$ cat config.mk
export PLATFORM = sky130hd
export DESIGN_NAME = uitp_device_flat
export DESIGN_NICKNAME = d
export VERILOG_FILES = /design/src/core/uitp_pkg.sv /design/src/core/uitp_bus_if.sv /design/src/core/uitp_device.sv /design/src/flat_wrapper.sv
export SDC_FILE = /design/constraint.sdc
export NUM_CORES = 1
export LEC_CHECK = 0
export CORE_UTILIZATION = 25
export DETAILED_ROUTE_END_ITERATION = 10
export DONT_BUFFER_PORTS = 1
export GPL_TIMING_DRIVEN = 0
export PLACE_DENSITY_LB_ADDON = 0.25
export SLEW_MARGIN = 20
export SYNTH_ARGS = -nofsm -noshare
export SYNTH_HDL_FRONTEND = slang
export SYNTH_SLANG_ARGS = --single-unit
export TNS_END_PERCENT = 5
$ cat constraint.sdc
create_clock -name clk_in -period 4.6 [get_ports clk_in]
set_input_delay 0.23 -clock clk_in [delete_from_list [all_inputs] [get_ports clk_in]]
set_output_delay 0.23 -clock clk_in [all_outputs]
set_load 0.005 [all_outputs]
$ cat src/core/uitp_pkg.sv
// Package: register indices, field positions and reset values of the shared control logic
package uitp_pkg;
  // Register indices on the parallel bus
  localparam logic [3:0] UITP_REG_AUX_CONTROL    = 4'h0;
  localparam logic [3:0] UITP_REG_IRQ_STATUS     = 4'h1;
  localparam logic [3:0] UITP_REG_IRQ_MASK       = 4'h2;
  localparam logic [3:0] UITP_REG_PRELOAD_HI     = 4'h3;
  localparam logic [3:0] UITP_REG_PRELOAD_LO     = 4'h4;
  localparam logic [3:0] UITP_REG_COUNT_HI       = 4'h5;
  localparam logic [3:0] UITP_REG_COUNT_LO       = 4'h6;
  localparam logic [3:0] UITP_REG_SCRATCH        = 4'h7;
  localparam logic [3:0] UITP_REG_INPUT_LEVEL    = 4'h8;
  localparam logic [3:0] UITP_REG_OUTPORT_CONFIG = 4'h9;
  localparam logic [3:0] UITP_REG_START          = 4'hA;
  localparam logic [3:0] UITP_REG_STOP           = 4'hB;
  localparam logic [3:0] UITP_REG_INPUT_CHANGE   = 4'hC;
  localparam logic [3:0] UITP_REG_OUTPORT_SET    = 4'hD;
  localparam logic [3:0] UITP_REG_OUTPORT_CLEAR  = 4'hE;
  // Host-side AHB registers (byte offsets)
  localparam logic [7:0] UITP_AHB_CMD            = 8'h00;
  localparam logic [7:0] UITP_AHB_STATUS         = 8'h04;
  localparam logic [7:0] UITP_AHB_RDATA          = 8'h08;
  // Host command word fields
  localparam int         UITP_CMD_WRITE_BIT      = 8;
  localparam int         UITP_CMD_ADDR_LSB       = 12;
  // Field positions
  localparam int         UITP_AUX_MODE_LSB       = 4;
  localparam int         UITP_AUX_TIMER_BIT      = 6;
  localparam int         UITP_AUX_TABLE_BIT      = 7;
  localparam int         UITP_ISR_CT_BIT         = 3;
  localparam int         UITP_ISR_IPC_BIT        = 7;
  // Reset values and the prescaler's last count
  localparam logic [7:0] UITP_RESET_BYTE         = 8'h00;
  localparam logic [7:0] UITP_RESET_OUTPORT      = 8'hFF;
  localparam logic [3:0] UITP_PRESCALE_LAST      = 4'hF;
endpackage

$ cat src/core/uitp_bus_if.sv
// Interface: parallel register bus between host end and device end
`timescale 1ns/1ps
interface uitp_bus_if;
  logic [3:0] addr;
  logic       rd_stb;
  logic       wr_stb;
  logic [7:0] wdata;
  logic [7:0] rdata;
  logic       irq_n;
  modport device (input addr, input rd_stb, input wr_stb, input wdata, output rdata, output irq_n);
  modport host   (output addr, output rd_stb, output wr_stb, output wdata, input rdata, input irq_n);
endinterface

$ cat src/core/uitp_device.sv
// Device end: interrupt status and mask, counter/timer, input level, output function multiplexer
`timescale 1ns/1ps
module uitp_device (
  // Clock and reset
  input  wire logic       clk_in,
  input  wire logic       rst_in,
  // Register bus
  uitp_bus_if.device      bus,
  // Inputs and channel status
  input  wire logic [6:0] inputs_in,
  input  wire logic       xtal_in,
  input  wire logic       chan_a_tx_bit_clk_in,
  input  wire logic       chan_b_tx_bit_clk_in,
  input  wire logic       chan_a_tx_clk16_in,
  input  wire logic       chan_a_rx_bit_clk_in,
  input  wire logic       chan_b_rx_bit_clk_in,
  input  wire logic [1:0] tx_trigger_met_in,
  input  wire logic [1:0] rx_trigger_met_in,
  input  wire logic [1:0] break_change_in,
  input  wire logic [3:0] chan_a_command_in,
  input  wire logic [3:0] chan_b_command_in,
  input  wire logic       command_stb_in,
  // Outputs
  output logic [7:2]      outport_out,
  output logic            baud_table_out
);
  import uitp_pkg::*;
  logic [7:0]  aux_q, mask_q, pre_hi_q, pre_lo_q, scratch_q, outport_config_q, opreg_q, status_q;
  logic [15:0] count_q;
  logic        running_q, ct_out_q, ct_out_d, sq_q;
  logic [3:0]  presc_q;
  logic [3:0]  in_prev_q;
  logic [3:0]  change_q;
  logic        src_q, src_prev_q, src_d, tick;
  logic [7:0]  rdata_q;
  logic        irq_n_q;
  logic        is_timer;
  logic        rd_start, rd_stop, rd_change, expire;
  logic [3:0]  in_change;
  logic [7:0]  ready_bits;
  logic [7:0]  out_d;

  assign is_timer  = aux_q[UITP_AUX_TIMER_BIT];
  assign rd_start  = bus.rd_stb && (bus.addr == UITP_REG_START);
  assign rd_stop   = bus.rd_stb && (bus.addr == UITP_REG_STOP);
  assign rd_change = bus.rd_stb && (bus.addr == UITP_REG_INPUT_CHANGE);
  assign in_change = inputs_in[3:0] ^ in_prev_q;
  assign expire    = tick && (count_q == 16'h0000);

  // ==========================================================
  // Register writes
  always_ff @(posedge clk_in) begin
    if (rst_in) begin
      aux_q     <= UITP_RESET_BYTE;
      mask_q    <= UITP_RESET_BYTE;
      pre_hi_q  <= UITP_RESET_BYTE;
      pre_lo_q  <= UITP_RESET_BYTE;
      scratch_q <= UITP_RESET_BYTE;
      outport_config_q    <= UITP_RESET_BYTE;
    end else if (bus.wr_stb) begin
      if (bus.addr == UITP_REG_AUX_CONTROL) begin
        aux_q <= bus.wdata;
      end else if (bus.addr == UITP_REG_IRQ_MASK) begin
        mask_q <= bus.wdata;
      end else if (bus.addr == UITP_REG_PRELOAD_HI) begin
        pre_hi_q <= bus.wdata;
      end else if (bus.addr == UITP_REG_PRELOAD_LO) begin
        pre_lo_q <= bus.wdata;
      end else if (bus.addr == UITP_REG_SCRATCH) begin
        scratch_q <= bus.wdata;
      end else if (bus.addr == UITP_REG_OUTPORT_CONFIG) begin
        outport_config_q <= bus.wdata;
      end
    end
  end

  // Baud table select is only forwarded; the channels own its use
  always_ff @(posedge clk_in) begin
    if (rst_in) begin
      baud_table_out <= 1'b0;
    end else begin
      baud_table_out <= aux_q[UITP_AUX_TABLE_BIT];
    end
  end

  // ==========================================================
  // Clock source select: sources are sampled and a rising edge is one tick, except under the divide-by-16 codes
  always_comb begin
    case (aux_q[UITP_AUX_MODE_LSB +: 3])
      3'h0:    src_d = inputs_in[2];
      3'h1:    src_d = chan_a_tx_bit_clk_in;
      3'h2:    src_d = chan_b_tx_bit_clk_in;
      3'h3:    src_d = xtal_in;
      3'h4:    src_d = inputs_in[2];
      3'h5:    src_d = inputs_in[2];
      default: src_d = xtal_in;
    endcase
  end

  // Divide-by-16 codes 011, 101, 111 count sixteen rising edges per tick
  always_ff @(posedge clk_in) begin
    if (rst_in) begin
      src_q      <= 1'b0;
      src_prev_q <= 1'b0;
      presc_q    <= 4'h0;
      tick       <= 1'b0;
    end else begin
      src_q      <= src_d;
      src_prev_q <= src_q;
      tick       <= 1'b0;
      if (src_q && !src_prev_q) begin
        if (aux_q[UITP_AUX_MODE_LSB] && (aux_q[UITP_AUX_MODE_LSB +: 3] != 3'h1)) begin
          presc_q <= presc_q + 4'h1;
          tick    <= (presc_q == UITP_PRESCALE_LAST);
        end else begin
          tick <= 1'b1;
        end
      end
    end
  end

  // ==========================================================
  // Counter / timer core
  always_ff @(posedge clk_in) begin
    if (rst_in) begin
      running_q <= 1'b0;
      count_q   <= 16'h0000;
      ct_out_q  <= 1'b1;
      sq_q      <= 1'b0;
    end else if (is_timer) begin
      // Timer free-runs once started; stop reads do not halt it
      if (rd_start) begin
        running_q <= 1'b1;
        count_q   <= {pre_hi_q, pre_lo_q};
      end else if (running_q && tick) begin
        if (count_q <= 16'h0001) begin
          count_q <= {pre_hi_q, pre_lo_q};
          sq_q    <= ~sq_q;
        end else begin
          count_q <= count_q - 16'h0001;
        end
      end
      ct_out_q <= sq_q;
    end else begin
      if (rd_start && !running_q) begin
        running_q <= 1'b1;
        count_q   <= {pre_hi_q, pre_lo_q};
      end else if (rd_stop) begin
        running_q <= 1'b0;
        ct_out_q  <= 1'b1;
      end else if (running_q && tick) begin
        count_q <= count_q - 16'h0001;
        if (count_q == 16'h0001) begin
          ct_out_q <= 1'b0;
        end
      end
    end
  end

  assign ct_out_d = is_timer && !ct_out_q && sq_q;

  // ==========================================================
  // Interrupt status
  always_ff @(posedge clk_in) begin
    if (rst_in) begin
      in_prev_q <= 4'h0;
      change_q  <= 4'h0;
    end else begin
      in_prev_q <= inputs_in[3:0];
      change_q  <= (rd_change ? 4'h0 : change_q) | in_change;
    end
  end

  // Sets are applied after clears so a coincident event survives, except a counter expiry on a stop read
  always_ff @(posedge clk_in) begin
    if (rst_in) begin
      status_q <= UITP_RESET_BYTE;
    end else begin
      status_q[0] <= tx_trigger_met_in[0];
      status_q[4] <= tx_trigger_met_in[1];
      status_q[1] <= rx_trigger_met_in[0];
      status_q[5] <= rx_trigger_met_in[1];
      status_q[2] <= (status_q[2] && !(command_stb_in && chan_a_command_in == 4'h5)) || break_change_in[0];
      status_q[6] <= (status_q[6] && !(command_stb_in && chan_b_command_in == 4'h5)) || break_change_in[1];
      status_q[UITP_ISR_CT_BIT] <= (status_q[UITP_ISR_CT_BIT] && !rd_stop) || ct_out_d
                                   || (!is_timer && running_q && tick && count_q == 16'h0001 && !rd_stop);
      status_q[UITP_ISR_IPC_BIT] <= (status_q[UITP_ISR_IPC_BIT] && !rd_change)
                                    || |(in_change & aux_q[3:0]);
    end
  end

  always_ff @(posedge clk_in) begin
    if (rst_in) begin
      irq_n_q <= 1'b1;
    end else begin
      irq_n_q <= ~|(status_q & mask_q);
    end
  end
  assign bus.irq_n = irq_n_q;

  // ==========================================================
  // Read data
  always_ff @(posedge clk_in) begin
    if (rst_in) begin
      rdata_q <= UITP_RESET_BYTE;
    end else if (bus.rd_stb) begin
      if (bus.addr == UITP_REG_AUX_CONTROL) begin
        rdata_q <= aux_q;
      end else if (bus.addr == UITP_REG_IRQ_STATUS) begin
        rdata_q <= status_q;
      end else if (bus.addr == UITP_REG_IRQ_MASK) begin
        rdata_q <= mask_q;
      end else if (bus.addr == UITP_REG_PRELOAD_HI) begin
        rdata_q <= pre_hi_q;
      end else if (bus.addr == UITP_REG_PRELOAD_LO) begin
        rdata_q <= pre_lo_q;
      end else if (bus.addr == UITP_REG_COUNT_HI) begin
        rdata_q <= count_q[15:8];
      end else if (bus.addr == UITP_REG_COUNT_LO) begin
        rdata_q <= count_q[7:0];
      end else if (bus.addr == UITP_REG_SCRATCH) begin
        rdata_q <= scratch_q;
      end else if (bus.addr == UITP_REG_INPUT_LEVEL) begin
        rdata_q <= {1'b0, inputs_in};
      end else if (bus.addr == UITP_REG_INPUT_CHANGE) begin
        rdata_q <= {change_q, inputs_in[3:0]};
      end else begin
        rdata_q <= UITP_RESET_BYTE;
      end
    end
  end
  assign bus.rdata = rdata_q;

  // ==========================================================
  // Output port: set drives low, clear drives high
  always_ff @(posedge clk_in) begin
    if (rst_in) begin
      opreg_q <= UITP_RESET_OUTPORT;
    end else if (bus.wr_stb && bus.addr == UITP_REG_OUTPORT_SET) begin
      opreg_q <= opreg_q & ~bus.wdata;
    end else if (bus.wr_stb && bus.addr == UITP_REG_OUTPORT_CLEAR) begin
      opreg_q <= opreg_q | bus.wdata;
    end
  end

  assign ready_bits = {~status_q[4], ~status_q[0], ~status_q[5], ~status_q[1], 4'h0};

  always_comb begin
    out_d = opreg_q;
    case (outport_config_q[1:0])
      2'h1:    out_d[2] = chan_a_tx_clk16_in;
      2'h2:    out_d[2] = chan_a_tx_bit_clk_in;
      2'h3:    out_d[2] = chan_a_rx_bit_clk_in;
      default: out_d[2] = opreg_q[2];
    endcase
    case (outport_config_q[3:2])
      2'h1:    out_d[3] = ct_out_q;
      2'h2:    out_d[3] = chan_b_tx_bit_clk_in;
      2'h3:    out_d[3] = chan_b_rx_bit_clk_in;
      default: out_d[3] = opreg_q[3];
    endcase
  end

  // Ready outputs take status, never the mask
  genvar g;
  for (g = 4; g < 8; g++) begin : g_rdy
    always_ff @(posedge clk_in) begin
      if (rst_in) begin
        outport_out[g] <= 1'b1;
      end else begin
        outport_out[g] <= outport_config_q[g] ? ready_bits[g] : opreg_q[g];
      end
    end
  end

  always_ff @(posedge clk_in) begin
    if (rst_in) begin
      outport_out[3:2] <= 2'h3;
    end else begin
      outport_out[3:2] <= out_d[3:2];
    end
  end
endmodule

$ cat src/flat_wrapper.sv
// flat-port wrapper written by rule: the top's interface ports become plain ports
module uitp_device_flat import uitp_pkg::*;
  (clk_in, rst_in, inputs_in, xtal_in, chan_a_tx_bit_clk_in, chan_b_tx_bit_clk_in, chan_a_tx_clk16_in, chan_a_rx_bit_clk_in, chan_b_rx_bit_clk_in, tx_trigger_met_in, rx_trigger_met_in, break_change_in, chan_a_command_in, chan_b_command_in, command_stb_in, outport_out, baud_table_out, bus_addr, bus_rd_stb, bus_wr_stb, bus_wdata, bus_rdata, bus_irq_n);
  uitp_bus_if bus_i ();
  input  wire logic clk_in;
  input  wire logic rst_in;
  input  wire logic [6:0] inputs_in;
  input  wire logic xtal_in;
  input  wire logic chan_a_tx_bit_clk_in;
  input  wire logic chan_b_tx_bit_clk_in;
  input  wire logic chan_a_tx_clk16_in;
  input  wire logic chan_a_rx_bit_clk_in;
  input  wire logic chan_b_rx_bit_clk_in;
  input  wire logic [1:0] tx_trigger_met_in;
  input  wire logic [1:0] rx_trigger_met_in;
  input  wire logic [1:0] break_change_in;
  input  wire logic [3:0] chan_a_command_in;
  input  wire logic [3:0] chan_b_command_in;
  input  wire logic command_stb_in;
  output logic [7:2] outport_out;
  output logic baud_table_out;
  input wire logic [$bits(bus_i.addr)-1:0] bus_addr;
  input wire logic [$bits(bus_i.rd_stb)-1:0] bus_rd_stb;
  input wire logic [$bits(bus_i.wr_stb)-1:0] bus_wr_stb;
  input wire logic [$bits(bus_i.wdata)-1:0] bus_wdata;
  output wire logic [$bits(bus_i.rdata)-1:0] bus_rdata;
  output wire logic [$bits(bus_i.irq_n)-1:0] bus_irq_n;
  assign bus_i.addr = bus_addr;
  assign bus_i.rd_stb = bus_rd_stb;
  assign bus_i.wr_stb = bus_wr_stb;
  assign bus_i.wdata = bus_wdata;
  assign bus_rdata = bus_i.rdata;
  assign bus_irq_n = bus_i.irq_n;
  uitp_device u_core (.clk_in(clk_in), .rst_in(rst_in), .bus(bus_i), .inputs_in(inputs_in), .xtal_in(xtal_in), .chan_a_tx_bit_clk_in(chan_a_tx_bit_clk_in), .chan_b_tx_bit_clk_in(chan_b_tx_bit_clk_in), .chan_a_tx_clk16_in(chan_a_tx_clk16_in), .chan_a_rx_bit_clk_in(chan_a_rx_bit_clk_in), .chan_b_rx_bit_clk_in(chan_b_rx_bit_clk_in), .tx_trigger_met_in(tx_trigger_met_in), .rx_trigger_met_in(rx_trigger_met_in), .break_change_in(break_change_in), .chan_a_command_in(chan_a_command_in), .chan_b_command_in(chan_b_command_in), .command_stb_in(command_stb_in), .outport_out(outport_out), .baud_table_out(baud_table_out));
endmodule
-- Yosys cells after proc, flatten, opt, wreduce, memory -nomap -nowiden
Cells that the tools add are included.
- bits in registers: 114
- input bits: 44
- output and inout port bits: 16
- logic and storage cells: 175
- add/sub/neg operators: 2
- magnitude comparators: 1
- eq/ne operators: 33
- mux-type cells: 37
- bitwise operators: 19
- reduce and logical (&&, ||, !) cells: 57
- operators by type and width (operator ; number):
    16-bit 2-to-1 mux ; 7
    8-bit 2-to-1 mux ; 12
    4-bit equality test, second input constant ; 8
    4-bit by 3-bit equality test with 1-bit output, second input constant ; 6
    1-bit logical AND ; 21
    8-bit bitwise AND ; 2
    16-bit by 1-bit equality test with 1-bit output, second input constant ; 1
    16-bit by 1-bit less-or-equal comparator with 1-bit output, second input constant ; 1
    16-bit by 1-bit subtractor with 16-bit output, second input constant ; 1
    1-bit 2-to-1 mux ; 14
    1-bit inverter ; 12
    3-bit nonzero test ; 4
    1-bit zero test ; 9
    1-bit case mux with 3 select lines ; 3
    3-bit AND reduction ; 3
    2-bit equality test, second input constant ; 4
    4-bit by 2-bit equality test with 1-bit output, second input constant ; 2
    8-bit inverter ; 1
    8-bit OR ; 1
    4-bit AND reduction ; 2
    8-bit OR reduction ; 1
    7-bit AND reduction ; 1
    3-bit equality test, second input constant ; 2
    2-bit AND reduction ; 3
    other kinds (23) ; 28

-- Longest topological paths before layout
Gate-level depths: netlist of run 1.
- depth after elaboration: 11
- mapped depth: 8
- gate-level depth less buffers: 7

-- Worst setup path before layout of run 1
Ideal clock, no wire load.
- path kind: flip-flop to flip-flop
- from: reg u_core.count_q[0]
- to: reg u_core.count_q[12]
- library setup time: 0.130 ns
- arrival: 1.695 ns
- required time: 4.470 ns
- slack: 2.775 ns
- cell stages (with the launch flop): 8
- buffers on the path: 1
- period minus slack after synthesis: 1.825 ns
- cell sequence: dfxtp_1 > inv_1 > ha_1 > o21a_1 > a21oi_4 > buf_2 > mux2i_1 > o32ai_1
- longest elaborated chain between the ends: 5
- elaborated cells on any way between the ends: 9
- those cells by class: 1 x add/sub; 1 x order compare; 7 x mux
- RTL lines (element ; line ; text):
    start: declaration ; uitp_device.sv:29 ; logic [15:0] count_q;
    start signal: assignment ; uitp_device.sv:134 ; count_q <= {pre_hi_q, pre_lo_q};
    start signal: assignment ; uitp_device.sv:137 ; count_q <= {pre_hi_q, pre_lo_q};
    start signal: assignment ; uitp_device.sv:140 ; count_q <= count_q - 16'h0001;
    16-bit by 1-bit subtractor with 16-bit output or 16-bit by 1-bit less-or-equal comparator with 1-bit output (tied branches) ; uitp_device.sv:140, uitp_device.sv:152, uitp_device.sv:136 ;
    16-bit 2-to-1 mux (on tied branches) ; uitp_device.sv:151, uitp_device.sv:136 ;
    16-bit 2-to-1 mux (on tied branches) ; uitp_device.sv:148, uitp_device.sv:135 ;
    16-bit 2-to-1 mux (on tied branches) ; uitp_device.sv:145, uitp_device.sv:132 ;
    16-bit 2-to-1 mux (*) ; uitp_device.sv:130 ; end else if (is_timer) begin
Mark *: on every way between the ends. The rest lies on a longest branch, timed or not. The select of a mux whose other input is x is not followed.
A chain may end at the register's enable or synchronous reset.

-- Worst setup path after layout of run 1
Same ends and word-level chain as after synthesis.

==> flow_summary.yaml, run 1 <==
setup_path:
  crit_type: "flop to flop"
  worst_path_max_delay_cell: "dfxtp_1"
  cp-end-kind: "flop"
  cp_max_fo: 10
  crit_buf_inv: 2
  path_delay_family: "compound AO/OA/AOI/OAI gates"
  worstPathArrival_ns: 2.51
  cp.required_ns: 4.82
  max_stage_delay_ns: 0.47
  cp_cell_sequence: "inv_1 -> ha_1 -> o21a_1 -> a21oi_4 -> buf_2 -> mux2i_1 -> o32ai_1"
  worstSetupStartpointType: "flop"
clocking:
  cts_root_buffer: "clkbuf_16"
  clk_pin_slew_ns: 0.08
  clock_latency_ns: 0.37
  cts_tree: "done"
  cts_resized: 0
  cts_inserted_buffers: 9
  htreeDepth: 3
  clk_path_buf_depth: 2
  cts_setup_buffers: 0
  clock_sinks: 112
  ctsHoldBuffers: 7
yosys:
  synth_top_flop_cell: "dfxtp_1"
  synth_compound_area_frac: 0.190
  avgSynthCellArea_sq_um: 8.54
  syn-num-nets: 729
  synth_async_sr_flop_share: 0
  synth_edf_count: 0
  synth_xor_area_frac: 0.0120
  syn_inst: 682
  synthTopCellsByArea: "dfxtp_1, mux2i_1, nor2_1, a21oi_1, nand2_1"
  yosysMostFrequentCell: "dfxtp_1"
  synth-seq-cells: 112
  yosys-top-cells-count: "dfxtp_1, nor2_1, nand2_1"
  muxShareOfSynthArea: 0.105
  ys_warn_count: 0
  synth-simple-area-share: 0.255
  synth_cell_types: 73
  synthAdderAreaFrac: 0.00645
  yosysSeqAreaShare: 0.385
  synth_area_leader_cell: "dfxtp_1"
  syn_area_sq_um: 5820
  synth_top_family_by_area: "simple AND/OR/NAND/NOR gates"
  synth_top_area_frac: 0.385
timing:
  fin_crit_sh: 0.498
  hold_viol_final: 1
  slew_headroom: 0.417
  hold_ws_ns: -0.00296
  fin_tns_setup_ns: 0
  finalMaxSlewViolations: 0
  final.setup_skew_ns: 0.0110
  finalSetupViolCount: 0
  rsz0062_at_grt: "false"
  fin_crit_ns: 2.29
  fmax_ghz: 0.437
  worst_pin_slew_ns: 0.875
global_routing:
  grt_overflow_total: 0
  antenna_found_initial: 0
  grt_max_degree: 18
  grt_pass1_vias: 4878
  grt_usage: 0.176
  grt_first_pass_wirelength_microns: 31100
placed_design:
  port_buffers: 0
  hpwl_microns: 15700
  gp_congestion: 0.926
route:
  vias_per_cell: 5.28
  drtAntennaViolNets: 0
  wl_per_cell_microns: 21.0
  route.vias.total: 5221
  wirelength_microns: 20800
  first_pass_iters: 5
  drc: 0
  drt_iter0_drc: 417
worst_hold_path:
  hold_class: "input pin to flop"
floorplanning:
  initial_core_util: 0.256
  ioPinCount: 60
  die_area_sq_um: 23900
  core-area_sq_um: 22700
  fp.dieH_microns: 155
  rows: 55
  die_w_microns: 155
final_layout:
  area_growth_pct: 11.8
  fin_nets: 747
  multiInputGateArea_sq_um: 3310
  fillers: 2463
  ff_latch_area_sq_um: 2240
  diodes: 0
  drive_above_1_share: 0.105
power_and_ir_drop:
  p_leak_uw: 0.00231
  p_per_area_nw_per_um2: 314
  ir_drop_mv: 0.184
  power_uw: 2040
status:
  status: "finished with violations"
  violations: "hold timing"
flow_run:
  maxCapViolations: 0
worst register-to-register path, cell delays in order, from the launching register on:
cell,delay [ns]
dfxtp_1,0.47
inv_1,0.11
ha_1,0.28
o21a_1,0.28
a21oi_4,0.33
buf_2,0.34
mux2i_1,0.25
o32ai_1,0.11
layout by cell type, fill, tap and decap left out, types with 4 or more instances in the layout:
cell type      instances
or2_2                  6
nor3_2                 4
clkbuf_1              23
dfxtp_1              112
nor2b_1               19
buf_4                  4
nand2_1               59
mux2_2                 4
nand3_1               32
nand2b_1               7
nand3b_1               4
inv_1                 11
o32ai_1                4
o22ai_1                9
dlygate4sd3_1          7
a22oi_1               10
buf_2                 16
a211oi_1               8
nor3_1                10
o211ai_1              15
nand4_1                9
a21oi_1               48
mux2i_1               50
nor2_1                85
or3_1                 10
o21ai_0               32
nor3b_1                6
xor2_1                 6
clkbuf_16              9
per-stage QoR:
stage	cells	hold slack, ns	worst slack, ns	cell area (sq um)	util
floorplan	682	0.347	2.77	5820	-
global placement	967	0.354	2.33	6180	0.272
detailed placement	967	0.356	2.34	6180	0.272
CTS	988	0.000809	2.33	6510	0.287
global route	988	0.00106	2.17	6510	0.287
finish	988	-0.00296	2.31	6510	0.287
registers in the layout (all words and copies together), names as in the netlist, 6 cells and up, named ones only:
name and count:
u_core.pre_hi_q 8, u_core.scratch_q 8, u_core.mask_q 8, u_core.pre_lo_q 8, u_core.outport_config_q 8, u_core.aux_q 8, u_core.bus.rdata 8, u_core.status_q 8
u_core.count_q 16, u_core.outport_out 6
report_power, final:
part / leakage (uW) / total (uW) / switching (uW) / internal, uW
registers: 0.000910 / 1020 / 28.7 / 995
logic: 0.00127 / 283 / 183 / 101
clock network: 0.000125 / 734 / 369 / 365
total: 0.00231 / 2040 / 580 / 1460
routing by layer:
| metal | global-route usage | part of all wire |
|---|---|---|
| met1 | 0.248 | 0.49 |
| met2 | 0.267 | 0.43 |
| met3 | 0.0364 | 0.065 |
| met4 | 0.0514 | 0.016 |
| met5 | 0 | 0 |
worst paths after layout:
kind | from | endpoint | slack (ns) | depth (start not counted)
setup / recovery | u_core.count_q[0] | u_core.count_q[12] | 2.31 | 7
hold / removal | rx_trigger_met_in[1] | u_core.status_q[5] | -0.003 | 1
setup reg to reg | u_core.count_q[0] | u_core.count_q[12] | 2.31 | 7
hold reg to reg | u_core.src_prev_q | u_core.tick | 0.43 | 1
layout make-up:
| cell class | count | area share |
|---|---|---|
| buffer | 47 | 0.0348 |
| clock buffer | 10 | 0.0352 |
| clock inverter | 4 | 0.00461 |
| inverter | 11 | 0.00634 |
| multi-input combinational | 512 | 0.509 |
| sequential | 112 | 0.345 |
| tap | 285 | 0.0548 |
| timing repair buffer | 7 | 0.0108 |
logic make-up (layout without fill, tap and decap cells):
group                      after synthesis  count (layout)
and+or+nand+nor                        278             278
AOI/OAI and AO/OA                      166             166
DFF                                    112             112
buffers and inverters                   58              79
muxes                                   57              57
xor gates and xnor gates                 8               8
adders and majority gates                3               3
(Power assumes the default switching activity.)
==> run 2, diff against run 1 <==
==> constraint.sdc (replaced) <==
create_clock -name clk_in -period 1.9 [get_ports clk_in]
set_input_delay 0.095 -clock clk_in [delete_from_list [all_inputs] [get_ports clk_in]]
set_output_delay 0.095 -clock clk_in [all_outputs]
set_load 0.005 [all_outputs]
==> flow_summary.yaml, run 2 (synthesized netlist as in run 1, its figures left out) <==
status:
  status: "finished, final reports clean"
final_layout:
  final_cell_mix: "dfxtp_1, nor2_1, nand2_1, mux2i_1, a21oi_1"
  largest-register: "u_core.count_q"
  ff_latch_area_sq_um: 2240
  fin_nets: 758
  largest_reg_flops: 16
  drive_above_1_share: 0.123
  layout_commonest_cell: "dfxtp_1"
  diodes: 0
  area_growth_pct: 15.3
  multiInputGateArea_sq_um: 3410
  fillers: 2455
  post-route-util: 0.296
floorplanning:
  fp.dieH_microns: 155
  ioPinCount: 60
  rows: 55
  die_w_microns: 155
  initial_core_util: 0.256
  die_area_sq_um: 23900
  core-area_sq_um: 22700
timing:
  final.setup_skew_ns: 0.00993
  worst_pin_slew_ns: 0.884
  finalSetupViolCount: 0
  slew_headroom: 0.410
  hold_viol_final: 0
  fin_crit_ns: 1.86
  fin_tns_setup_ns: 0
  fin_crit_sh: 0.980
  fmax_ghz: 0.537
  rsz0062_at_grt: "true"
  finalMaxSlewViolations: 0
worst_hold_path:
  hold_depth: 3
  hold_class: "input pin to flop"
  min-delay-start: "inputs_in[0]"
  whs_endpoint: "u_core.change_q[0]"
global_routing:
  grt_usage: 0.177
  grt_max_degree: 18
  antenna_found_initial: 0
  grt_overflow_total: 0
  grt_first_pass_wirelength_microns: 31400
  grt_pass1_vias: 4960
setup_path:
  cp_max_fo: 10
  worstSetupStartpointType: "flop"
  cp.required_ns: 2.17
  crit_type: "flop to flop"
  rrSetupSlack_ns: 0.04
  critical_path.startpoint: "u_core.count_q[2]"
  reg2reg_to: "u_core.count_q[9]"
  worstReg2RegStart: "u_core.count_q[2]"
  cp-end-kind: "flop"
  reg2reg_depth: 5
  worstPathArrival_ns: 2.14
clocking:
  cts_tree: "done"
  clock_sinks: 112
  htreeDepth: 3
  clk_path_buf_depth: 2
  cts_inserted_buffers: 9
  cts_root_buffer: "clkbuf_16"
  clk_pin_slew_ns: 0.07
  clock_latency_ns: 0.37
route:
  drtAntennaViolNets: 0
  drt_iter0_drc: 458
  drc: 0
  first_pass_iters: 5
  vias_per_cell: 5.29
  wl_per_cell_microns: 20.9
  route.vias.total: 5286
  wirelength_microns: 20800
power_and_ir_drop:
  ir_drop_mv: 0.448
  p_per_area_nw_per_um2: 747
  p_leak_uw: 0.00239
placed_design:
  gp_congestion: 0.926
  hpwl_microns: 15700
  port_buffers: 0
flow_run:
  maxCapViolations: 0
## run 2: cell type report
cell class                 instances  share of cell area
multi-input combinational        512               0.507
clock buffer                      10              0.0341
sequential                       112               0.334
timing repair buffer              18              0.0257
tap                              285              0.0531
inverter                          11             0.00615
clock inverter                     4             0.00447
buffer                            47              0.0347
## run 2: report_power, final
| part | total (uW) | switching [uW] | internal [uW] |
|---|---|---|---|
| Sequential | 2480 | 72.9 | 2410 |
| Clock | 1780 | 894 | 884 |
| Combinational | 757 | 465 | 292 |
## run 2: worst max-delay path by stage
stage                               to  slack, ns  cells past startpoint
floorplan           u_core.count_q[12]       0.07                      7
global placement    u_core.count_q[12]      -0.37                      7
detailed placement  u_core.count_q[12]      -0.36                      7
CTS                  u_core.count_q[7]      0.005                      6
global route         u_core.count_q[9]      -0.03                      5
finish               u_core.count_q[9]       0.04                      5
## run 2: per-layer routing
metal | track usage | vias to the layer above | wire length [microns]
met5 | 0 | - | 0
met4 | 0.0528 | 0 | 308
met3 | 0.0356 | 23 | 1280
met2 | 0.270 | 181 | 9090
met1 | 0.249 | 2545 | 10200
li1 | - | 2537 | -
## run 2: through the flow
stage | setup WS [ns] | total power (uW) | area, sq um | cells | hold slack (ns)
floorplan | 0.0747 | 2980 | 5820 | 682 | 0.212
global placement | -0.365 | 3200 | 6180 | 967 | 0.219
detailed placement | -0.356 | 3190 | 6180 | 967 | 0.221
CTS | 0.00481 | 5020 | 6640 | 998 | 0.00585
global route | -0.0317 | 5220 | 6710 | 999 | 0.0198
finish | 0.0373 | 5020 | 6710 | 999 | 0.00623
## run 2: worst max-delay path, stage by stage, from the launching register on
cell and delay, ns:
dfxtp_1 0.30, buf_2 0.19, or4_4 0.55, nor3_4 0.17, or4b_1 0.46, o311ai_1 0.10
## run 2: repair_timing
item                                   CTS  global route
buffers inserted                         2             1
pin swaps                                2             2
endpoints found under the hold margin   26             0
setup endpoints to repair               15            19
resized for setup                        9            12
gates cloned                             0             0
hold buffers                            15             0
